[src/pkg/periodic_timer_map.svh]
// Purpose: constants for the periodic timer (field codes, widths, resets)
// Assumes: included by bare name from the package and the design
// Notes:   definitions only
`ifndef PERIODIC_TIMER_MAP_SVH
`define PERIODIC_TIMER_MAP_SVH
`define PT_CNT_W        10
`define PT_CNT_MAX      10'h3ff
`define PT_CNT_ZERO     10'h000
`define PT_MODE_CMP     2'h0
`define PT_MODE_CAP     2'h1
`define PT_MODE_PWM     2'h2
`define PT_MODE_TMR     2'h3
`define PT_IO_00        2'h0
`define PT_IO_01        2'h1
`define PT_IO_10        2'h2
`define PT_IO_11        2'h3
`define PT_OUT_RST      1'b0
`endif

[src/pkg/periodic_timer_pkg.sv]
// Purpose: types for the periodic timer
// Assumes: constants come from periodic_timer_map.svh
// Notes:   none
`include "periodic_timer_map.svh"
package periodic_timer_pkg;
  typedef logic [1:0] mode_type;
  typedef logic [1:0] io_type;
  typedef logic [`PT_CNT_W-1:0] count_type;
endpackage

[src/rtl/periodic_timer.sv]
// Purpose: 10-bit periodic timer with compare, PWM, pulse, capture modes
// Assumes: control bits and compare values are plain same-clock ports;
//          the capture pin and the counting tick come from outside
// Notes:   one timer tick per core clock when tick is high
// Behaviour
// - Mode 11 acts as compare mode, pin released
// - Timer/counter mode releases the output pin
// - Mode 10: period clears counter, duty sets duty
// - Period 0 gives 1024 counts, else value
// - Duty at or above period gives 100%
// - PWM sets flags on duty and period match
// - Output control, io field, polarity shape PWM
// - PWM counting continues when io is 00/01
// - Run rising edge starts pulse and counter
// - Duty match or run clear ends pulse
// - Pulse mode: counter clears only on run rise
// - Mode 01 captures on io-selected edges; 11 off
// - Capture edge copies counter, raises flag
// - Capture mode counter free-runs while run high
// - Capture period match clears counter, raises flag
// - Capture period 0 counts to full maximum
// - Capture mode ignores clear select, oc, polarity
// - Clear select 1: duty match clears, no period flag
// - Only duty flag sets/clears/toggles pin per io; run rise resets
// - Capture source is the dedicated capture pin
// - Clear select 0: period match or overflow clears
// - Counter and compare values are 10 bits
`timescale 1ns/10ps
`include "periodic_timer_map.svh"
module periodic_timer #(
  parameter int CNT_W = `PT_CNT_W
) (
  input  wire logic                         core_clk_in,
  input  wire logic                         rst_n_in,
  input  wire logic                         tick_in,
  input  wire periodic_timer_pkg::mode_type mode_field_in,
  input  wire periodic_timer_pkg::io_type   io_field_in,
  input  wire logic                         run_bit_set_in,
  input  wire logic                         run_bit_clr_in,
  input  wire logic                         output_control_bit_in,
  input  wire logic                         polarity_bit_in,
  input  wire logic                         counter_clear_select_in,
  input  wire logic                         capture_source_select_in,
  input  wire logic                         capture_input_pin_in,
  input  wire periodic_timer_pkg::count_type duty_compare_value_in,
  input  wire logic                         duty_compare_write_in,
  input  wire periodic_timer_pkg::count_type period_compare_value_in,
  input  wire logic                         duty_flag_clr_in,
  input  wire logic                         period_flag_clr_in,
  output logic                              run_bit_out,
  output periodic_timer_pkg::count_type     count_out,
  output periodic_timer_pkg::count_type     duty_compare_value_out,
  output logic                              duty_match_flag_out,
  output logic                              period_match_flag_out,
  output logic                              pin_out,
  output logic                              pin_oe_out
);
  import periodic_timer_pkg::*;

  // The compare registers, the codes and the wrap at full count all assume
  // ten bits; a different width would silently change the PWM period
  generate
    if (CNT_W != `PT_CNT_W) begin : g_width_check
      $error("periodic_timer supports only a 10-bit counter");
    end
  endgenerate

  // Registered state and the next-state terms of counter and pin
  logic      cap_meta_r;
  logic      cap_sync_r;
  logic      cap_prev_r;
  logic      run_prev_r;
  count_type cnt_r;
  count_type cnt_nxt;
  count_type duty_r;
  logic      run_r;
  logic      level_r;
  logic [1:0] flag_r;
  logic      pin_nxt;
  logic      oe_nxt;
  logic      pin_r;
  logic      oe_r;

  // Combinational decode and match terms
  logic      run_rise;
  logic      cmp_like;
  logic      is_pwm;
  logic      is_pulse;
  logic      is_cap;
  logic      duty_hit;
  logic      period_hit;
  logic      ovf_hit;
  logic      cap_edge;
  logic      duty_evt;
  logic      period_evt;
  logic      pwm_active;
  logic      cap_rise;
  logic      cap_fall;
  logic      pwm_wrap;
  logic [1:0] flag_evt;
  logic [1:0] flag_clr;
  count_type period_last;

  // Mode decode; single pulse is the PWM code with io fixed at 11, so the
  // io field must not move while a pulse is running
  assign run_rise = run_r & ~run_prev_r;
  assign cmp_like = (mode_field_in == `PT_MODE_CMP) |
                    (mode_field_in == `PT_MODE_TMR);
  assign is_pwm   = (mode_field_in == `PT_MODE_PWM) &
                    (io_field_in != `PT_IO_11);
  assign is_pulse = (mode_field_in == `PT_MODE_PWM) &
                    (io_field_in == `PT_IO_11);
  assign is_cap   = (mode_field_in == `PT_MODE_CAP);

  // Comparisons are taken only on a counting tick, once per tick
  assign duty_hit   = run_r & tick_in & (cnt_r == duty_r);
  assign period_hit = run_r & tick_in &
                      (period_compare_value_in != `PT_CNT_ZERO) &
                      (cnt_r == period_compare_value_in);
  assign ovf_hit    = run_r & tick_in & (cnt_r == `PT_CNT_MAX) &
                      (period_compare_value_in == `PT_CNT_ZERO);

  // PWM wraps one count early, so a period value p gives exactly p counts
  // and a value of 0 rolls over naturally after 1024
  assign period_last = period_compare_value_in - 10'h001;
  assign pwm_wrap    = run_r & tick_in &
                       (period_compare_value_in != `PT_CNT_ZERO) &
                       (cnt_r == period_last);

  // Only the dedicated pin exists; the select bit has a single legal value.
  // Setting the select bit therefore blocks capture rather than guessing
  assign cap_rise = cap_sync_r & ~cap_prev_r & ~capture_source_select_in;
  assign cap_fall = ~cap_sync_r & cap_prev_r & ~capture_source_select_in;
  always_comb begin
    case (io_field_in)
      `PT_IO_00: cap_edge = cap_rise;
      `PT_IO_01: cap_edge = cap_fall;
      `PT_IO_10: cap_edge = cap_rise | cap_fall;
      default:   cap_edge = 1'b0;
    endcase
  end

  // Flag events per mode. Compare mode with duty 0 raises no duty flag,
  // since the duty value is not meant to be zero there; the counter then
  // simply overflows.
  always_comb begin
    duty_evt   = 1'b0;
    period_evt = 1'b0;
    if (cmp_like) begin
      duty_evt   = duty_hit & (duty_r != `PT_CNT_ZERO);
      period_evt = counter_clear_select_in ? 1'b0 :
                   (period_hit | ovf_hit);
    end else if (is_pwm) begin
      duty_evt   = duty_hit;
      period_evt = pwm_wrap | ovf_hit;
    end else if (is_pulse) begin
      duty_evt   = duty_hit;
    end else if (is_cap) begin
      duty_evt   = run_r & cap_edge;
      period_evt = period_hit;
    end
  end

  // Counter: clears on run rise, per-mode clear on match, holds when off.
  // A run fall keeps the residual count, so software may read it back
  // after stopping.
  always_comb begin
    cnt_nxt = cnt_r;
    if (run_rise) begin
      cnt_nxt = `PT_CNT_ZERO;
    end else if (run_r & tick_in) begin
      cnt_nxt = cnt_r + 10'h001;
      if (cmp_like) begin
        if (counter_clear_select_in) begin
          if (duty_hit & (duty_r != `PT_CNT_ZERO))
            cnt_nxt = `PT_CNT_ZERO;
        end else if (period_hit) begin
          cnt_nxt = `PT_CNT_ZERO;
        end
      end else if (is_pwm) begin
        if (pwm_wrap)
          cnt_nxt = `PT_CNT_ZERO;
      end else if (is_cap) begin
        if (period_hit)
          cnt_nxt = `PT_CNT_ZERO;
      end else if (is_pulse & duty_hit) begin
        // Stopped on the match; only the next run rise restarts it
        cnt_nxt = cnt_r;
      end
    end
  end

  // Capture pin synchroniser; only the second stage feeds the edge logic
  always_ff @(posedge core_clk_in or negedge rst_n_in) begin
    if (!rst_n_in) begin
      cap_meta_r <= 1'b0;
      cap_sync_r <= 1'b0;
    end else begin
      cap_meta_r <= capture_input_pin_in;
      cap_sync_r <= cap_meta_r;
    end
  end

  // Edge history of the synchronised pin; its reset matches the low idle
  // level, so no false rising edge follows reset on a quiet pin
  always_ff @(posedge core_clk_in or negedge rst_n_in) begin
    if (!rst_n_in)
      cap_prev_r <= 1'b0;
    else
      cap_prev_r <= cap_sync_r;
  end

  // Run bit: software sets and clears, a pulse-mode duty match clears it;
  // set wins so a restart is never lost to a late clear
  always_ff @(posedge core_clk_in or negedge rst_n_in) begin
    if (!rst_n_in)
      run_r <= 1'b0;
    else if (run_bit_set_in)
      run_r <= 1'b1;
    else if (run_bit_clr_in | (is_pulse & duty_hit))
      run_r <= 1'b0;
  end

  // Delayed copy of run, so its rising edge shows for exactly one clock
  always_ff @(posedge core_clk_in or negedge rst_n_in) begin
    if (!rst_n_in)
      run_prev_r <= 1'b0;
    else
      run_prev_r <= run_r;
  end

  // Counter register; the next value is worked out above
  always_ff @(posedge core_clk_in or negedge rst_n_in) begin
    if (!rst_n_in)
      cnt_r <= `PT_CNT_ZERO;
    else
      cnt_r <= cnt_nxt;
  end

  // Duty register: written by software, loaded by capture. Capture wins
  // over a write in the same cycle: the measured edge is the fresher
  // information
  always_ff @(posedge core_clk_in or negedge rst_n_in) begin
    if (!rst_n_in)
      duty_r <= `PT_CNT_ZERO;
    else if (is_cap & run_r & cap_edge)
      duty_r <= cnt_r;
    else if (duty_compare_write_in)
      duty_r <= duty_compare_value_in;
  end

  // Both flags share one shape, so one loop serves them
  assign flag_evt = {period_evt, duty_evt};
  assign flag_clr = {period_flag_clr_in, duty_flag_clr_in};

  // Sticky flags, bit 0 duty and bit 1 period; a new event wins over a
  // clear in the same cycle, so software that clears late loses no match
  for (genvar g = 0; g < 2; g++) begin : g_flag
    always_ff @(posedge core_clk_in or negedge rst_n_in) begin
      if (!rst_n_in)
        flag_r[g] <= 1'b0;
      else if (flag_evt[g])
        flag_r[g] <= 1'b1;
      else if (flag_clr[g])
        flag_r[g] <= 1'b0;
    end
  end

  // Compare-mode level: initial state on run rise, changed by duty event.
  // io 00 leaves the level alone, so the pin holds its start value
  always_ff @(posedge core_clk_in or negedge rst_n_in) begin
    if (!rst_n_in) begin
      level_r <= `PT_OUT_RST;
    end else if (run_rise) begin
      level_r <= output_control_bit_in;
    end else if (cmp_like & duty_evt) begin
      case (io_field_in)
        `PT_IO_01: level_r <= 1'b0;
        `PT_IO_10: level_r <= 1'b1;
        `PT_IO_11: level_r <= ~level_r;
        default:   level_r <= level_r;
      endcase
    end
  end

  // PWM active while the count lies below duty, or always if duty >= period.
  // Period 0 means 1024 counts, which no 10-bit duty can reach
  always_comb begin
    if (period_compare_value_in != `PT_CNT_ZERO &&
        duty_r >= period_compare_value_in)
      pwm_active = 1'b1;
    else
      pwm_active = cnt_r < duty_r;
  end

  // Pin next value; a fixed io level forces the pin but counting goes on.
  // Modes that release the pin park it low so the line sees only its pull.
  always_comb begin
    pin_nxt = 1'b0;
    oe_nxt  = 1'b0;
    if (mode_field_in == `PT_MODE_CMP) begin
      pin_nxt = level_r ^ polarity_bit_in;
      oe_nxt  = 1'b1;
    end else if (is_pwm) begin
      oe_nxt = 1'b1;
      case (io_field_in)
        `PT_IO_00: pin_nxt = 1'b0 ^ polarity_bit_in;
        `PT_IO_01: pin_nxt = 1'b1 ^ polarity_bit_in;
        default:   pin_nxt = (run_r & pwm_active ? output_control_bit_in :
                              ~output_control_bit_in) ^ polarity_bit_in;
      endcase
    end else if (is_pulse) begin
      oe_nxt  = 1'b1;
      pin_nxt = (run_r ? output_control_bit_in : ~output_control_bit_in)
                ^ polarity_bit_in;
    end
  end

  // Registered so the pin and its enable never glitch on mode changes
  always_ff @(posedge core_clk_in or negedge rst_n_in) begin
    if (!rst_n_in) begin
      pin_r <= 1'b0;
      oe_r  <= 1'b0;
    end else begin
      pin_r <= pin_nxt;
      oe_r  <= oe_nxt;
    end
  end

  // Outputs are the registers themselves, no logic after the flops
  assign run_bit_out            = run_r;
  assign count_out              = cnt_r;
  assign duty_compare_value_out = duty_r;
  assign duty_match_flag_out    = flag_r[0];
  assign period_match_flag_out  = flag_r[1];
  assign pin_out                = pin_r;
  assign pin_oe_out             = oe_r;
endmodule

[config.mk]
export PLATFORM = sky130hd
export DESIGN_NAME = periodic_timer
export DESIGN_NICKNAME = d
export VERILOG_FILES = /design/src/pkg/periodic_timer_pkg.sv /design/src/rtl/periodic_timer.sv
export VERILOG_INCLUDE_DIRS = /design/src /design/src/pkg
export SDC_FILE = /design/constraint.sdc
export NUM_CORES = 1
export LEC_CHECK = 0
export BUFFER_PORTS_ARGS = -buffer_cell sky130_fd_sc_hd__buf_2
export CAP_MARGIN = 20
export CORE_MARGIN = 5
export CORE_UTILIZATION = 25
export DETAILED_ROUTE_END_ITERATION = 7
export PLACE_DENSITY_LB_ADDON = 0.15
export SETUP_SLACK_MARGIN = 0.02
export SLEW_MARGIN = 20
export SYNTH_ARGS = -nofsm -noshare
export SYNTH_HDL_FRONTEND = slang
export SYNTH_SLANG_ARGS = --single-unit
[constraint.sdc]
create_clock -name core_clk_in -period 2.25 [get_ports core_clk_in]
set_input_delay 0.3375 -clock core_clk_in [delete_from_list [all_inputs] [get_ports core_clk_in]]
set_output_delay 0.3375 -clock core_clk_in [all_outputs]
set_load 0.005 [all_outputs]
# Word level (Yosys, flattened, before mapping)
# Cells that the tools add are included.
# W data, S select, Z words.
op_classes:
  eq_ne: 12
  muxes: 41
  n_bitwise: 36
  magnitude_cmp: 2
  add_sub_neg: 2
  n_reduce_logical: 15
ops:
  columns: ["op", "n"]
  rows:
  - ["$mux W10", 12]
  - ["$eq A10 B10 Y1", 3]
  - ["$mux W1", 26]
  - ["$and A1 B1 Y1", 21]
  - ["$reduce_bool A10 Y1", 2]
  - ["$reduce_bool A2 Y1", 6]
  - ["$add A10 B1 Y10 const B", 1]
  - ["$eq A10 B10 Y1 const B", 1]
  - ["$ge A10 B10 Y1", 1]
  - ["$logic_not A10 Y1", 1]
  - ["$lt A10 B10 Y1", 1]
  - ["$sub A10 B1 Y10 const B", 1]
  - ["$eq A2 B2 Y1 const B", 4]
  - ["$not A1 Y1", 7]
  - ["$pmux W1 S3", 2]
  - ["$ne A5 B5 Y1 const B", 1]
  - ["$or A1 B1 Y1", 5]
  - ["$eq A2 B1 Y1 const B", 2]
  - ["$logic_not A2 Y1", 2]
  - ["$reduce_and A2 Y1", 2]
  - ["$reduce_bool A4 Y1", 1]
  - ["$xor A1 B1 Y1", 3]
  - ["$ne A2 B2 Y1 const B", 1]
  - ["$pmux W1 S2", 1]
  - ["$logic_and A1 B1 Y1", 1]
totals:
  output_inout_bits: 25
  wordCells: 120
  inputBits: 37
  reg_bits: 30

# Longest topological paths before layout
depth:
  ltp_word: 13
  ltp_mapped: 9
  depth_no_buf: 8

# Worst setup path before layout
# Ideal clock, no wire load.
synth_path:
  kind: "register to register"
  start: "register cnt_r[7] (netlist: count_out[7])"
  end: "register cnt_r[7] (netlist: count_out[7])"
  t_arrival_ns: 2.030
  period_less_slack_ns: 2.169
  t_required_ns: 2.111
  slack_ns: 0.081
  path_buffers: 1
  path_stages_with_launch: 9
  cell_sequence: "dfrtp_1 ha_1 nand4_1 nor4_1 a31oi_1 buf_2 o2111ai_1 xor2_1 nor3_1"
synth_between:
  elab_chain_len: 8
synth_lines:
  columns: ["element", "line", "text"]
  rows:
  - ["start, declared", "periodic_timer.sv:73", "count_type cnt_r;"]
  - ["start signal, assigned", "periodic_timer.sv:235", "cnt_r <= `PT_CNT_ZERO;"]
  - ["start signal, assigned", "periodic_timer.sv:237", "cnt_r <= cnt_nxt;"]
  - ["branches (longest 8 deep; another with $add A10 B1 Y10)", null, null]
# Parallel ways; which one is timed is not known. The select of a mux whose other input is x is not followed.
# A chain may end at the register's enable or synchronous reset.

# Worst setup path after layout
layout_path:
  start: "register duty_r[1] (netlist: duty_compare_value_out[1])"
  end: "register cnt_r[0] (netlist: count_out[0])"
layout_between:
  elab_chain_len: 8
layout_lines:
  columns: ["element", "line", "text"]
  rows:
  - ["start, declared", "periodic_timer.sv:75", "count_type duty_r;"]
  - ["start signal, assigned", "periodic_timer.sv:245", "duty_r <= `PT_CNT_ZERO;"]
  - ["start signal, assigned", "periodic_timer.sv:247", "duty_r <= cnt_r;"]
  - ["start signal, assigned", "periodic_timer.sv:249", "duty_r <= duty_compare_value_in;"]
  - ["$eq A10 B10 Y1", "periodic_timer.sv:116", "assign duty_hit = run_r & tick_in & (cnt_r == duty_r);"]
  - ["$and A1 B1 Y1", "periodic_timer.sv:116", null]
  - ["$and A1 B1 Y1", "periodic_timer.sv:175", "if (duty_hit & (duty_r != `PT_CNT_ZERO))"]
  - ["$mux W10", "periodic_timer.sv:175", null]
  - ["$mux W10", "periodic_timer.sv:174", "if (counter_clear_select_in) begin"]
  - ["$mux W10", "periodic_timer.sv:173", "if (cmp_like) begin"]
  - ["$mux W10", "periodic_timer.sv:171", "end else if (run_r & tick_in) begin"]
  - ["$mux W10", "periodic_timer.sv:169", "if (run_rise) begin"]
# Several ways; a longest one is shown, not always the timed one. The select of a mux whose other input is x is not followed.

==> results.md <==
* Synthesized netlist net count at around 370
* Number of instances in the synthesized netlist at roughly 310
* First DRT Iteration DRCs at 155
* Class of the tightest hold or removal check: input pin to async pin
* Reg2reg path depth at 9
* Cell area after synthesis at 2650 um2
* Core Footprint at 10,320 um2
* Number of antenna violations at the first check in global routing at 0
* Number of global-route vias before repair at 2,584
* Main synth FF type: dfrtp_1
* Layout cells sized above 1 at 0.3431
* Crit end category: register
* IO Port Bufs at 61
* Unrepaired setup endpoints after global routing: yes
* DR WL/cell at between 15 and 20 um
* Antenna fix cells at 0
* H-tree depth at 2
* Setup clock skew after layout at 0.009328 ns
* Num CTS Buffers at 5
* Highest net fanout along the worst path at 6
* Post-synth EDFFs at 0
* Grt total ovfl at 0
* Area fraction of the dominant cell type after synthesis at 0.2833
* Internal power consumption at ~1100 uW
* Final worst path period share at 0.9539
* Slew Limit Headroom at 0.5061
* CTS sink cnt at 30
* Register-to-Register Setup Slack at between 0.1 and 0.15 ns
* Warning count from the yosys run at 0
* Highest attainable clock frequency at 465.9 MHz
* Fraction of the yosys area taken by sequential cells at 0.2833
* Num ports at 62
* Arr. time, crit path at around 2.3 ns
* Sw Share at 0.3485
* Number of vias per cell at 4.741
* Status: finished clean
* Std-Cell Rows at 37
* Fraction of registers with async set or reset after synthesis at 1.000
* Clock tree from TritonCTS: done
* Deepest clock path buffer count at 2
* DRC viols at 0
* Nets at 474
* Number of synthesized register bits at 30
* Power spent charging and discharging nets at just under 600 uW
* Final TNS setup at 0 ns
* Area enclosed by the die boundary at 12,760 um2
* Final Max Slew Viols at 0
* Horizontal die dimension at between 100 and 150 um
* Worst-Skew Late Latency at 0.29 ns
* Syn-to-layout area delta at 36.59%
* Number of hold buffers added after CTS at 0
* Sequential share of power at 0.363
* Largest net degree at the start of global routing at 31
* Maximum vdd ir drop at 209.3 uV
* Worst reg2reg startpoint: duty_compare_value_out[1]
* Overall Power at 1706 uW
* Leakage power summed over all cells at 0.001813 uW
* Synth top area cells: dfrtp_1 (28%), ha_1 (14%), xor2_1 (5.3%), mux2i_1 (4.5%), inv_1 (4.5%)
* Via count at 2,579
* Estimated wirelength of the detail-placed design at roughly 7000 um
* Routed wire length at roughly 9100 um
* Total power divided by cell area at 471.4 nW/um2
* Worst setup startpoint: duty_compare_value_out[1]
* Worst Max-Slew Pin Slew at roughly 0.74 ns
* Initial cell density of the core at 0.2567
* Yosys cell types at 50
* Residual antenna-violating net count after detailed routing at 0
* Clock input transition at the sequential cells of the worst setup and hold paths at 0.08 ns
* Worst setup endpoint: count_out[0]
* Root Buffer Master: clkbuf_8
* GRT Overall Usage at 0.1413
* Biggest area consumer among synthesized cells: dfrtp_1
* Final-report setup violation count at 0
* Chip height at about 110 um
* Share of power burned in the clock network at 0.280
* RePlAce Congestion at 0.8176
* Mean Syn Cell Area at 8.660 um2
* First-pass GRT wire length at ~14,000 um
* Crit Reg-Reg Endpoint: count_out[0]
* Logic pwr share at 0.357
* Hold violation total from the final report at 0
* Total of fill cells in the finished design at about 1,100
* Critical path data required time at between 2 and 2.5 ns
* First-pass iteration count of the detailed router at 4
* Max-cap viol count at 0
* Minimum clock period after layout at 2.146 ns
* Category of the most critical setup path: register to register
* Startpoint types: register
cell usage in the layout (no fill, tap or decap), drive strengths merged, types with 3 or more instances in the layout:
cell type    n
o22ai        3
and4         3
buf        106
xor2        16
dfrtp       30
nor4         6
nor2b        4
nor3        11
mux2i       12
xnor2       11
nand3        5
a31oi        3
a21o         3
nand2       19
nand2b       6
o2111ai      4
ha          30
inv         32
nor2        24
a21oi       19
o211ai       3
clkbuf       6
and3         6
nand4        8
o21ai        4
o31ai        5
worst min-delay path by stage:
stage,endpoint,start,slack [ns]
6_report,duty_compare_value_out[3],rst_n_in,0.11
5_1_grt,cap_meta_r,capture_input_pin_in,0.14
4_1_cts,duty_compare_value_out[6],rst_n_in,0.13
3_5_place_dp,cap_sync_r,cap_meta_r,0.34
3_3_place_gp,cap_sync_r,cap_meta_r,0.33
2_1_floorplan,cap_meta_r,rst_n_in,0.04
worst max-delay path, cell delays in order, from the launching register on:
cell and delay, ns:
dfrtp_1 0.39, buf_4 0.13, buf_4 0.14, nor4_1 0.27, nand4_1 0.19, nand2_1 0.17, a21boi_2 0.25, o32ai_4 0.11
buf_4 0.17, o31ai_1 0.22
repair_timing:
item	in CTS	in global routing
buffers inserted	0	8
resized for setup	0	21
endpoints found under the setup margin	0	12
through the flow:
stage | setup WS, ns | instance area (um2) | hold slack, ns | utilization | std cells
after global placement | -0.03921 | 3339 | 0.3332 | 0.3235 | 527
after detailed placement | -0.05293 | 3339 | 0.3358 | 0.3235 | 527
after floorplan | 0.08107 | 2650 | 0.04191 | - | 306
after CTS | 0.04281 | 3435 | 0.1311 | 0.3327 | 535
after global routing | -0.002367 | 3620 | 0.1435 | 0.3506 | 544
final | 0.1038 | 3620 | 0.1070 | 0.3506 | 544
final cells by class:
cell class | count | area (um2) | share of cell area
flip-flops and latches | 30 | 752.0 | 0.2077
clock inverters | 2 | 12.51 | 0.003457
clock buffers | 6 | 82.58 | 0.02281
inverters | 32 | 120.1 | 0.03318
well taps | 136 | 170.2 | 0.04701
multi-input cells | 232 | 1838 | 0.5078
repair buffers | 106 | 644.4 | 0.1780
cells in the mapped netlist, drive strengths merged, types with 6 or more instances:
cell / count
and3: 6
inv: 32
ha: 30
dfrtp: 30
nand4: 8
nor2: 24
mux2i: 12
nand2b: 6
clkbuf: 7
xor2: 16
nor4: 6
a21oi: 19
nand2: 19
xnor2: 11
nor3: 11
kinds of logic (layout without fill, tap and decap cells):
logic type	Yosys count	count (layout)	share of synthesized area
compound gates	62	62	0.1705
fa+ha+maj	30	30	0.1416
buf+inv	44	146	0.06657
mux	12	12	0.04533
xor+xnor	27	27	0.08923
flops	30	30	0.2833
simple gates	101	101	0.2035
layer usage:
layer | global-route usage | wire length, um
met1 | 0.1976 | 4389
met2 | 0.2204 | 4139
met3 | 0.02834 | 449
met4 | 0.04087 | 125
met5 | 0 | 0
power groups by stage:
stage	Sequential (uW)	Clock [uW]	Combinational, uW
after floorplan	642	0	283
final	619	478	609
after detailed placement	627	0	566
after global routing	625	526	681
after global placement	625	0	562
after CTS	616	498	569
(Power assumes the default switching activity.)
